[config.mk]
export PLATFORM = sky130hd
export DESIGN_NAME = vcsr_regs
export DESIGN_NICKNAME = d
export VERILOG_FILES = /design/src/vcsr_pkg.sv /design/src/vcsr_flag_if.sv /design/src/vcsr_regs.sv /design/src/vcsr_flag_bank.sv
export SDC_FILE = /design/constraint.sdc
export NUM_CORES = 1
export LEC_CHECK = 0
export BUFFER_PORTS_ARGS = -buffer_cell sky130_fd_sc_hd__buf_2
export CAP_MARGIN = 10
export CORE_UTILIZATION = 35
export CTS_CLUSTER_SIZE = 14
export DETAILED_ROUTE_END_ITERATION = 16
export PLACE_DENSITY = 0.65
export SLEW_MARGIN = 30
export SYNTH_ARGS = -nofsm -noshare
export SYNTH_HDL_FRONTEND = slang
export SYNTH_HIERARCHICAL = 1
export SYNTH_SLANG_ARGS = --single-unit
[constraint.sdc]
create_clock -name clk -period 2.8 [get_ports clk]
set_input_delay 0.56 -clock clk [delete_from_list [all_inputs] [get_ports clk]]
set_output_delay 0.56 -clock clk [all_outputs]
set_load 0.01 [all_outputs]
[src/vcsr_pkg.sv]
// Constants shared by the vendor control and status register bank.
package vcsr_pkg;

  // ----------------------------------------------------------------
  // Register locations on the management register port.
  // ----------------------------------------------------------------
  localparam logic [4:0] ADDR_XOVER = 5'h1B;
  localparam logic [4:0] ADDR_TEST = 5'h1C;
  localparam logic [4:0] ADDR_FLAGS = 5'h1D;
  localparam logic [4:0] ADDR_MASK = 5'h1E;
  localparam logic [4:0] ADDR_SPECIAL = 5'h1F;

  // ----------------------------------------------------------------
  // Field positions.
  // ----------------------------------------------------------------
  localparam int XOVER_SRC_BIT = 15;
  localparam int AUTO_XOVER_BIT = 14;
  localparam int CHAN_SEL_BIT = 13;
  localparam int HB_DIS_BIT = 11;
  localparam int POL_BIT = 4;
  localparam int FLAG_LSB = 1;
  localparam int FLAG_MSB = 7;
  localparam int NUM_SRC = 7;
  localparam int MASK_MSB = 7;
  localparam int AUTODONE_BIT = 12;
  localparam int GPO_LSB = 7;
  localparam int GPO_MSB = 9;
  localparam int CODER_BIT = 6;
  localparam int SPEED_LSB = 2;
  localparam int SPEED_MSB = 4;
  localparam int SCR_DIS_BIT = 0;

  // ----------------------------------------------------------------
  // Reset values and encodings.
  // ----------------------------------------------------------------
  localparam logic [15:0] WORD_ZERO = 16'h0000;
  localparam logic [7:0] MASK_RST = 8'h00;
  localparam logic [2:0] GPO_RST = 3'h0;
  localparam logic CODER_RST = 1'b1;
  localparam logic [2:0] SPEED_RST = 3'h0;
  localparam logic [2:0] SPEED_10_HALF = 3'h1;
  localparam logic [2:0] SPEED_10_FULL = 3'h5;
  localparam logic [2:0] SPEED_100_HALF = 3'h2;
  localparam logic [2:0] SPEED_100_FULL = 3'h6;
  // Sources whose event is a falling edge (link down, flag bit 4).
  localparam logic [6:0] FALL_SRC_MASK = 7'h08;
  localparam logic [6:0] SRC_ZERO = 7'h00;

endpackage

[src/vcsr_flag_if.sv]
// Interface between the register decoder and the latched flag bank.
`timescale 1ns/1ps
`default_nettype none

interface vcsr_flag_if;
  // Raw source levels, read strobe, recheck strobe and the flags.
  logic [6:0] src;
  logic read_clear;
  logic [6:0] recheck;
  logic alt_mode;
  logic [6:0] flags;
  logic [6:0] flags_next;

  modport bank (input src, input read_clear, input recheck, input alt_mode,
                output flags, output flags_next);
  modport ctrl (output src, output read_clear, output recheck, output alt_mode,
                input flags, input flags_next);
endinterface

`default_nettype wire

[src/vcsr_regs.sv]
// Vendor control and status registers 27 to 31 of a 10/100 transceiver.
//
// Function
// - Source select picks pins or register bits.
// - Register auto crossover bit enables automatic crossover.
// - Manual channel bit swaps pairs when manual.
// - Heartbeat disable resets low, one suppresses test.
// - Read-only 10BASE-T polarity bit, reset zero.
// - Seven latched interrupt flags; other bits zero.
// - Link down flag sets on falling link.
// - Mask low byte enables sources, high read-only.
// - Primary mode: irq released on revert/read.
// - Alternate mode: write one rechecks, clears if idle.
// - Autonegotiation done bit reads completion, reset zero.
// - Three-bit field drives general outputs, reset zero.
// - Coder enable resets one; zero bypasses coder.
// - Read-only resolved speed and duplex code.
// - Scrambler disable resets zero; one stops scrambling.
`timescale 1ns/1ps
`default_nettype none

module vcsr_regs (
  // Clock and reset.
  input wire logic clk,
  input wire logic reset,
  // Register port from the serial management frame engine.
  input wire logic [4:0] mgmt_addr,
  input wire logic mgmt_wr,
  input wire logic mgmt_rd,
  input wire logic [15:0] mgmt_wdata,
  output logic [15:0] mgmt_rdata,
  output logic mgmt_rdata_valid,
  // Crossover pins and effective crossover control.
  input wire logic crossover_enable_pin,
  input wire logic channel_select_pin,
  output logic auto_crossover_active,
  output logic pairs_swapped,
  // Status from the receive, link and negotiation logic.
  input wire logic tenbase_polarity_reversed,
  input wire logic line_energy_present,
  input wire logic autoneg_complete,
  input wire logic remote_fault,
  input wire logic link_status,
  input wire logic partner_ack,
  input wire logic parallel_detect_fault,
  input wire logic page_received,
  input wire logic autoneg_done,
  input wire logic [2:0] resolved_speed_duplex,
  input wire logic alternate_irq_mode,
  // Control outputs to the datapath and pins.
  output logic heartbeat_test_disable,
  output logic [2:0] general_outputs,
  output logic coder_enable,
  output logic scrambler_disable,
  output logic irq_out_n
);

  // ------------------------------------------------------------------
  // Address decode helper, shared by the read and write paths.
  // ------------------------------------------------------------------
  function automatic logic addr_hit(input logic [4:0] a, input logic [4:0] t);
    addr_hit = (a == t);
  endfunction

  // ------------------------------------------------------------------
  // Writable control state.
  // ------------------------------------------------------------------
  logic xover_src_reg, xover_src_next;
  logic auto_xover_reg, auto_xover_next;
  logic chan_sel_reg, chan_sel_next;
  logic hb_dis_reg, hb_dis_next;
  logic [7:0] mask_reg, mask_next;
  logic [2:0] gpo_reg, gpo_next;
  logic coder_en_reg, coder_en_next;
  logic scr_dis_reg, scr_dis_next;

  logic wr_xover;
  logic wr_mask;
  logic wr_special;
  logic wr_flags;
  logic rd_flags;

  // Write strobes and the flag read strobe; the testability location decodes to nothing at all.
  always_comb begin
    wr_xover = mgmt_wr && addr_hit(mgmt_addr, vcsr_pkg::ADDR_XOVER);
    wr_mask = mgmt_wr && addr_hit(mgmt_addr, vcsr_pkg::ADDR_MASK);
    wr_special = mgmt_wr && addr_hit(mgmt_addr, vcsr_pkg::ADDR_SPECIAL);
    wr_flags = mgmt_wr && addr_hit(mgmt_addr, vcsr_pkg::ADDR_FLAGS);
    rd_flags = mgmt_rd && addr_hit(mgmt_addr, vcsr_pkg::ADDR_FLAGS);
  end

  // Next values of the writable fields. Only writable bits are picked
  // out of the write data, so read-only and reserved bits stay put.
  always_comb begin
    xover_src_next = xover_src_reg;
    auto_xover_next = auto_xover_reg;
    chan_sel_next = chan_sel_reg;
    hb_dis_next = hb_dis_reg;
    mask_next = mask_reg;
    gpo_next = gpo_reg;
    coder_en_next = coder_en_reg;
    scr_dis_next = scr_dis_reg;
    if (wr_xover) begin
      xover_src_next = mgmt_wdata[vcsr_pkg::XOVER_SRC_BIT];
      auto_xover_next = mgmt_wdata[vcsr_pkg::AUTO_XOVER_BIT];
      chan_sel_next = mgmt_wdata[vcsr_pkg::CHAN_SEL_BIT];
      hb_dis_next = mgmt_wdata[vcsr_pkg::HB_DIS_BIT];
    end
    if (wr_mask) begin
      mask_next = mgmt_wdata[vcsr_pkg::MASK_MSB:0];
    end
    if (wr_special) begin
      gpo_next = mgmt_wdata[vcsr_pkg::GPO_MSB:vcsr_pkg::GPO_LSB];
      coder_en_next = mgmt_wdata[vcsr_pkg::CODER_BIT];
      scr_dis_next = mgmt_wdata[vcsr_pkg::SCR_DIS_BIT];
    end
  end

  // Register the control fields with their reset values.
  always_ff @(posedge clk or posedge reset) begin
    if (reset) begin
      xover_src_reg <= 1'b0;
      auto_xover_reg <= 1'b0;
      chan_sel_reg <= 1'b0;
      hb_dis_reg <= 1'b0;
      mask_reg <= vcsr_pkg::MASK_RST;
      gpo_reg <= vcsr_pkg::GPO_RST;
      coder_en_reg <= vcsr_pkg::CODER_RST;
      scr_dis_reg <= 1'b0;
    end else begin
      xover_src_reg <= xover_src_next;
      auto_xover_reg <= auto_xover_next;
      chan_sel_reg <= chan_sel_next;
      hb_dis_reg <= hb_dis_next;
      mask_reg <= mask_next;
      gpo_reg <= gpo_next;
      coder_en_reg <= coder_en_next;
      scr_dis_reg <= scr_dis_next;
    end
  end

  // ------------------------------------------------------------------
  // Read-only status snapshots.
  // ------------------------------------------------------------------
  logic pol_reg, pol_next;
  logic autodone_reg, autodone_next;
  logic [2:0] speed_reg, speed_next;

  // Status follows the live inputs; management writes never touch it.
  always_comb begin
    pol_next = tenbase_polarity_reversed;
    autodone_next = autoneg_done;
    speed_next = resolved_speed_duplex;
  end

  // Register the status snapshots.
  always_ff @(posedge clk or posedge reset) begin
    if (reset) begin
      pol_reg <= 1'b0;
      autodone_reg <= 1'b0;
      speed_reg <= vcsr_pkg::SPEED_RST;
    end else begin
      pol_reg <= pol_next;
      autodone_reg <= autodone_next;
      speed_reg <= speed_next;
    end
  end

  // ------------------------------------------------------------------
  // Interrupt flag bank.
  // ------------------------------------------------------------------
  vcsr_flag_if flag_bus ();

  // Source levels are packed with flag bit 1 in the lowest slot.
  assign flag_bus.src = {line_energy_present, autoneg_complete, remote_fault,
                         link_status, partner_ack, parallel_detect_fault,
                         page_received};
  // Reading the flags releases them only in primary mode.
  assign flag_bus.read_clear = rd_flags;
  // A write is a recheck request only in alternate mode; in primary
  // mode the flags are read-only and the write has no effect.
  assign flag_bus.recheck = (wr_flags && alternate_irq_mode) ?
    mgmt_wdata[vcsr_pkg::FLAG_MSB:vcsr_pkg::FLAG_LSB] :
    vcsr_pkg::SRC_ZERO;
  assign flag_bus.alt_mode = alternate_irq_mode;

  vcsr_flag_bank #(
    .FALL_MASK(vcsr_pkg::FALL_SRC_MASK)
  ) u_flags (
    .clk(clk),
    .reset(reset),
    .fi(flag_bus.bank)
  );

  // ------------------------------------------------------------------
  // Read path and registered outputs.
  // ------------------------------------------------------------------
  logic [15:0] rdata_reg, rdata_next;
  logic rvalid_reg, rvalid_next;
  logic irq_n_reg, irq_n_next;
  logic xover_act_reg, xover_act_next;
  logic swap_reg, swap_next;

  // Read mux. Reserved bits, the testability register and unmapped
  // locations read as zero; the flags are shown before any release.
  always_comb begin
    rdata_next = vcsr_pkg::WORD_ZERO;
    rvalid_next = mgmt_rd;
    if (addr_hit(mgmt_addr, vcsr_pkg::ADDR_XOVER)) begin
      rdata_next[vcsr_pkg::XOVER_SRC_BIT] = xover_src_reg;
      rdata_next[vcsr_pkg::AUTO_XOVER_BIT] = auto_xover_reg;
      rdata_next[vcsr_pkg::CHAN_SEL_BIT] = chan_sel_reg;
      rdata_next[vcsr_pkg::HB_DIS_BIT] = hb_dis_reg;
      rdata_next[vcsr_pkg::POL_BIT] = pol_reg;
    end else if (addr_hit(mgmt_addr, vcsr_pkg::ADDR_FLAGS)) begin
      rdata_next[vcsr_pkg::FLAG_MSB:vcsr_pkg::FLAG_LSB] = flag_bus.flags;
    end else if (addr_hit(mgmt_addr, vcsr_pkg::ADDR_MASK)) begin
      rdata_next[vcsr_pkg::MASK_MSB:0] = mask_reg;
    end else if (addr_hit(mgmt_addr, vcsr_pkg::ADDR_SPECIAL)) begin
      rdata_next[vcsr_pkg::AUTODONE_BIT] = autodone_reg;
      rdata_next[vcsr_pkg::GPO_MSB:vcsr_pkg::GPO_LSB] = gpo_reg;
      rdata_next[vcsr_pkg::CODER_BIT] = coder_en_reg;
      rdata_next[vcsr_pkg::SPEED_MSB:vcsr_pkg::SPEED_LSB] = speed_reg;
      rdata_next[vcsr_pkg::SCR_DIS_BIT] = scr_dis_reg;
    end
  end

  // Effective crossover control and the interrupt pin. The pin is
  // computed from the next flag and mask values so that it follows
  // the flags in the same cycle rather than one cycle later.
  always_comb begin
    if (xover_src_next) begin
      xover_act_next = auto_xover_next;
      swap_next = !auto_xover_next && chan_sel_next;
    end else begin
      xover_act_next = crossover_enable_pin;
      swap_next = !crossover_enable_pin && channel_select_pin;
    end
    irq_n_next = !(|(flag_bus.flags_next &
                     mask_next[vcsr_pkg::FLAG_MSB:vcsr_pkg::FLAG_LSB]));
  end

  // Register the read answer and the derived outputs.
  always_ff @(posedge clk or posedge reset) begin
    if (reset) begin
      rdata_reg <= vcsr_pkg::WORD_ZERO;
      rvalid_reg <= 1'b0;
      irq_n_reg <= 1'b1;
      xover_act_reg <= 1'b0;
      swap_reg <= 1'b0;
    end else begin
      rdata_reg <= rdata_next;
      rvalid_reg <= rvalid_next;
      irq_n_reg <= irq_n_next;
      xover_act_reg <= xover_act_next;
      swap_reg <= swap_next;
    end
  end

  assign mgmt_rdata = rdata_reg;
  assign mgmt_rdata_valid = rvalid_reg;
  assign auto_crossover_active = xover_act_reg;
  assign pairs_swapped = swap_reg;
  assign heartbeat_test_disable = hb_dis_reg;
  assign general_outputs = gpo_reg;
  assign coder_enable = coder_en_reg;
  assign scrambler_disable = scr_dis_reg;
  assign irq_out_n = irq_n_reg;
endmodule

`default_nettype wire

[src/vcsr_flag_bank.sv]
// Latched-high interrupt source flags with primary and alternate release.
`timescale 1ns/1ps
`default_nettype none

module vcsr_flag_bank #(
  parameter logic [6:0] FALL_MASK = vcsr_pkg::FALL_SRC_MASK
) (
  // Clock and reset.
  input wire logic clk,
  input wire logic reset,
  // Decoder side.
  vcsr_flag_if.bank fi
);

  logic [6:0] prev_reg;
  logic [6:0] prev_next;
  logic [6:0] flag_reg;
  logic [6:0] flag_next;
  logic [6:0] evt;

  // ------------------------------------------------------------------
  // Edge detection and flag update, one cell per source.
  // ------------------------------------------------------------------
  genvar i;
  generate
    for (i = 0; i < vcsr_pkg::NUM_SRC; i = i + 1) begin : g_src
      logic revert;
      logic cond_off;
      logic clr;
      // Link down rises on the falling link level; it never reverts alone.
      assign evt[i] = FALL_MASK[i] ? (prev_reg[i] & ~fi.src[i])
                                   : (~prev_reg[i] & fi.src[i]);
      assign revert = FALL_MASK[i] ? 1'b0 : (prev_reg[i] & ~fi.src[i]);
      assign cond_off = FALL_MASK[i] ? fi.src[i] : ~fi.src[i];
      // Primary: revert or read releases; alternate: recheck then release.
      assign clr = fi.alt_mode ? (fi.recheck[i] & cond_off)
                               : (fi.read_clear | revert);
      // A new event in the clearing cycle wins so it is never lost.
      assign flag_next[i] = evt[i] | (flag_reg[i] & ~clr);
    end
  endgenerate

  // The previous source level simply follows the source.
  always_comb begin
    prev_next = fi.src;
  end

  // Register the bank state.
  always_ff @(posedge clk or posedge reset) begin
    if (reset) begin
      prev_reg <= vcsr_pkg::SRC_ZERO;
      flag_reg <= vcsr_pkg::SRC_ZERO;
    end else begin
      prev_reg <= prev_next;
      flag_reg <= flag_next;
    end
  end

  assign fi.flags = flag_reg;
  assign fi.flags_next = flag_next;
endmodule

`default_nettype wire

Word level (Yosys, flattened, before mapping)
Index checks and enable logic that the tools add are counted.

cells by class
  $add $sub $neg = 0
  multipliers = 0
  div/mod/pow operators = 0
  magnitude comparators = 0
  equal/unequal tests = 4
  shifts and indexed selects = 0
  multiplexer cells = 35
  bitwise logic cells = 61
  reduce and logical (&&, ||, !) cells = 12

operators with widths
  kind                                  number
  AND 1 bit                             27
  two-way mux 1 bit                     23
  == test 5 bit, second input constant  4
  NOT 1 bit                             20
  two-way mux 7 bit                     2
  bitwise OR 1 bit                      13
  two-way mux 3 bit                     3
  logical AND 1 bit                     8
  two-way mux 4 bit                     2
  two-way mux 8 bit                     1
  AND 7 bit                             1
  OR reduction 7 bit                    1
  two-way mux 2 bit                     3
  two-way mux 5 bit                     1
  zero test 1 bit                       3

storage, ports and cells
  flip-flop bits (word level) = 55
  bits in latches = 0
  memory bits (writable) = 0
  bits in read-only memories = 0
  input bits = 40
  output and inout port bits = 26
  logic and storage cells = 131
  memories = 0

Longest topological paths before layout
  depth after elaboration = 12
  mapped depth = 9
  mapped depth without buffers = 9

Cells and area by module
The synthesis kept the hierarchy.

modules (own cells, without submodules)
  module          times used  cells an instance  area each (um2)  seq. area each (um2)
  vcsr_regs       1           128                1640.3           1028.5
  vcsr_flag_bank  1           61                 645.6            350.3

Worst setup path before layout
OpenSTA, ideal clock, no wires.

  kind = input port to flip-flop
  from = in mgmt_addr[3]
  to = reg irq_n_reg, in the netlist irq_out_n
  setup time = 0.062 ns
  arrival time = 2.192 ns
  data required time = 2.738 ns
  path slack = 0.546 ns
  stages on the path = 9
  buffers on the path = 1
  cells stage by stage = and3_1 > and2_2 > clkbuf_1 > and3_1 > and2b_1 > o21ai_2 > nand3_1 > a222oi_1 > and3_1

between the ends
  elaborated cells between the ends (all ways) = 52
  classes of those cells = eq/ne: 2; mux: 9; bitwise: 35; reduce/logical: 6

RTL lines
  item                        RTL line              text
  start, declared             vcsr_regs.sv:27       input wire logic [4:0] mgmt_addr,
  == test 5 bit               vcsr_regs.sv:62       addr_hit = (a == t);
  logical AND 1 bit           vcsr_regs.sv:89       rd_flags = mgmt_rd && addr_hit(mgmt_addr, vcsr_pkg::ADDR_FLAGS);
  via flag_bus.read_clear     vcsr_flag_if.sv:8     logic read_clear;
  bitwise OR 1 bit            vcsr_flag_bank.sv:37  : (fi.read_clear | revert);
  two-way mux 1 bit           vcsr_flag_bank.sv:36  assign clr = fi.alt_mode ? (fi.recheck[i] & cond_off)
  NOT 1 bit                   vcsr_flag_bank.sv:39  assign flag_next[i] = evt[i] | (flag_reg[i] & ~clr);
  AND 1 bit                   vcsr_flag_bank.sv:39
  bitwise OR 1 bit            vcsr_flag_bank.sv:39
  via flag_bus.flags_next[4]  vcsr_flag_if.sv:12    logic [6:0] flags_next;
  AND 7 bit                   vcsr_regs.sv:239      irq_n_next = !(|(flag_bus.flags_next &
  OR reduction 7 bit          vcsr_regs.sv:239
  zero test 1 bit             vcsr_regs.sv:239
  via irq_n_next              vcsr_regs.sv:200      logic irq_n_reg, irq_n_next;
  end signal, assigned        vcsr_regs.sv:254      irq_n_reg <= irq_n_next;
  end, declared               vcsr_regs.sv:200

The timed path passes the listed nets, and every way through them passes these cells.
A chain may end at the register's enable or synchronous reset.

Worst setup path after layout
  from = in mgmt_addr[2]
  to = reg irq_n_reg, in the netlist irq_out_n

between the ends
  word-level cells in the longest chain between the ends = 12
  elaborated cells between the ends (all ways) = 52
  classes of those cells = eq/ne: 2; mux: 9; bitwise: 35; reduce/logical: 6

RTL lines
  item                        RTL line              text
  == test 5 bit               vcsr_regs.sv:62
  logical AND 1 bit           vcsr_regs.sv:88       wr_flags = mgmt_wr && addr_hit(mgmt_addr, vcsr_pkg::ADDR_FLAGS);
  logical AND 1 bit           vcsr_regs.sv:182      assign flag_bus.recheck = (wr_flags && alternate_irq_mode) ?
  two-way mux 7 bit           vcsr_regs.sv:182
  via flag_bus.recheck[0]     vcsr_flag_if.sv:9     logic [6:0] recheck;
  AND 1 bit                   vcsr_flag_bank.sv:36
  two-way mux 1 bit           vcsr_flag_bank.sv:36
  NOT 1 bit                   vcsr_flag_bank.sv:39
  AND 1 bit                   vcsr_flag_bank.sv:39
  bitwise OR 1 bit            vcsr_flag_bank.sv:39
  via flag_bus.flags_next[0]  vcsr_flag_if.sv:12
  AND 7 bit                   vcsr_regs.sv:239
  OR reduction 7 bit          vcsr_regs.sv:239
  zero test 1 bit             vcsr_regs.sv:239
  via irq_n_next              vcsr_regs.sv:200

The timed path passes the listed nets, and every way through them passes these cells.

==> flow_summary.toml <==
[detailed_routing]
drt-total-wl_mm = 4.81
ant_nets = 0
dr.pass1.iters = 4
wire_per_inst_um = 14.2
vias = 1620
post-route-drc-count = 0
viasPerCell = 4.79
drtIter0Drc = 73

[floorplan]
die_h_um = 82.8
start_util = 0.362
rows = 29
core_area_um2 = 6310
io_pins = 66
dieArea_um2 = 6860
fp.dieW_um = 82.8

[pwr]
ir_drop_mv = 0.368
p_total_uw = 1710
powerDensity_nw_per_um2 = 604
power_leakage_uw = 0.00144

[logic_synthesis]
synth_area_per_cell_um2 = 12.1
netlist_instances = 189
ys_seq_elements = 55
synth_top_area_share = 0.580
netlist_area_um2 = 2290
ys_types = 38
yosysTopAreaCell = "dfrtp_1"
synthArstFlopShare = 1.00
ys_seq_area_frac = 0.603
synth_edf_count = 0
synthFlopType = "dfrtp_1"
ys.warnings.count = 6
synthTopCellsByArea = "dfrtp_1 (58%), mux2_2 (6.9%), nand2b_1 (3.6%)"
synth_fp_nets = 229

[min_path]
hold_path.class = "primary input to async pin"

[final_layout]
drive_gt1_frac = 0.418
largest_register_ffs = 15
fin_area_um2 = 2830
fin_nets = 300
diodes = 0
fillers = 635
area_growth_pct = 23.6

[global_route]
track_usage = 0.150
grt_max_degree = 42
antenna_found_initial = 0
grt_pass1_vias = 1661
grt_pass1_wl_mm = 8.08
overflow = 0

[sta]
finalHoldViolCount = 0
drv_slew = 0
grt_setup_unrepaired = "false"
tightest_slew_ns = 0.598
setup_tns_ns = 0
clock-skew-final_ns = 0.00557
fin_crit_ns = 2.28
setup_viol = 0
maxSlewHeadroom = 0.600
hold_ws_ns = 0.296
clock.fmax_ghz = 0.439
post-route-period-util = 0.814
finalWorstSetupSlack_ns = 0.520

[critical_path]
worstPathArrival_ns = 2.53
path_class = "primary input to register"
cp-start-kind = "primary input"
cp-end-kind = "register"
path_buf_inv = 1
cpMostUsedCell = "and3_1"
path_delay_family = "simple AND/OR/NAND/NOR gates"
slowest_delay_ns = 0.29
crit_fanout = 7
rrSetupSlack_ns = 1.38
slowest_stage = "and3_1"
cp_cell_sequence = "buf_2 > and3_1 > and3_2 > and3_1 > and2_1 > and3b_2 > a31oi_1 > o21ai_0 > a222oi_1 > and3_1"
crit_required_ns = 3.05

[clocking]
cts_tree = "yes"
root_buffer = "clkbuf_8"
clk_latency_ns = 0.30
cts_resized = 0
postCtsSetupBuffers = 0
cts-hold-fix-buffers = 0
cts_buffer_depth = 2
clk_pin_slew_worst_paths_ns = 0.09
cts_buffers = 5
h-tree-depth = 2
cts.sinks = 55

[placed_design]
portBuffers = 62
place_ws_ns = 0.224
place_hpwl_mm = 3.64
post_dp_cell_area_um2 = 2710
gp_congestion = 0.771

[job]
cap_viol_max_count = 0

[run_status]
status = "completed"
==> cells by family (layout without fill, tap and decap cells) <==
logic type,Yosys count,count (layout),share of synthesized area
buffers and inverters,8,80,0.0181
other,1,1,0.00164
AO/OA/AOI/OAI,24,24,0.0706
AND/OR/NAND/NOR,82,82,0.211
multiplexers,19,19,0.0952
flip-flops,55,55,0.603
==> worst register-to-register path: cells and delay by family (launching register included) <==
kind	cells	cell delay [ns]
flops	1	0.42
compound gates	3	0.53
simple gates	2	0.42
==> metal layers <==
layer / up-vias / track usage / part of all wire
met5: - / 0 / 0
met4: 0 / 0.0533 / 0.017
met3: 6 / 0.0318 / 0.044
met2: 40 / 0.241 / 0.49
met1: 784 / 0.202 / 0.45
li1: 790 / - / -
==> layout make-up <==
type                       instances  area (µm²)  area share
clock buffer                       6        82.6      0.0292
sequential                        55        1380       0.488
multi-input combinational        126         866       0.306
timing repair buffer              67         348       0.123
tap                               77        96.3      0.0341
clock inverter                     2        35.0      0.0124
inverter                           5        18.8     0.00664
==> path summary, 6_finish.rpt <==
check	from	endpoint	depth (start not counted)
hold reg to reg	pol_reg	mgmt_rdata[4]	2
setup / recovery	mgmt_addr[2]	irq_out_n	10
hold / removal	reset	u_flags/prev_reg[3]	2
setup reg to reg	u_flags/fi.flags[0]	irq_out_n	5
max in group asynchronous	reset	coder_enable	3
min in group clk	tenbase_polarity_reversed	pol_reg	1
==> power breakdown <==
part | switching, µW | internal [µW]
registers | 45.2 | 879
logic | 122 | 123
clock network | 247 | 290
==> metrics by stage <==
stage | std cells | util
2_1_floorplan | 189 | -
3_3_place_gp | 330 | 0.429
3_5_place_dp | 330 | 0.429
4_1_cts | 338 | 0.447
5_1_grt | 338 | 0.447
6_report | 338 | 0.447
==> placed cells by master (no fill, tap or decap), types with 5 or more instances in the layout <==
cell type / instances
mux2_2: 14
buf_2: 62
dfrtp_1: 53
nand3_1: 12
nor2_2: 5
nand2_1: 10
clkbuf_8: 6
o21ai_0: 7
and2_1: 11
nand2b_1: 13
nor2_1: 7
and3_1: 7
inv_1: 5
buf_4: 5
==> synthesized netlist by cell type (2+ instances only) <==
cell,n
mux2i_1,3
mux2_2,14
inv_1,5
mux2_4,2
dfrtp_1,53
nand2_1,10
nor2_2,5
a22oi_1,3
nor2_1,7
a21oi_1,4
and2_1,11
o21ai_0,7
nand3_1,12
and3_1,7
dfstp_2,2
a22o_1,2
nand2b_1,13
o21ai_2,4
nor2b_1,3
and2b_1,4
No activity file was read; power rests on OpenSTA's default activity.
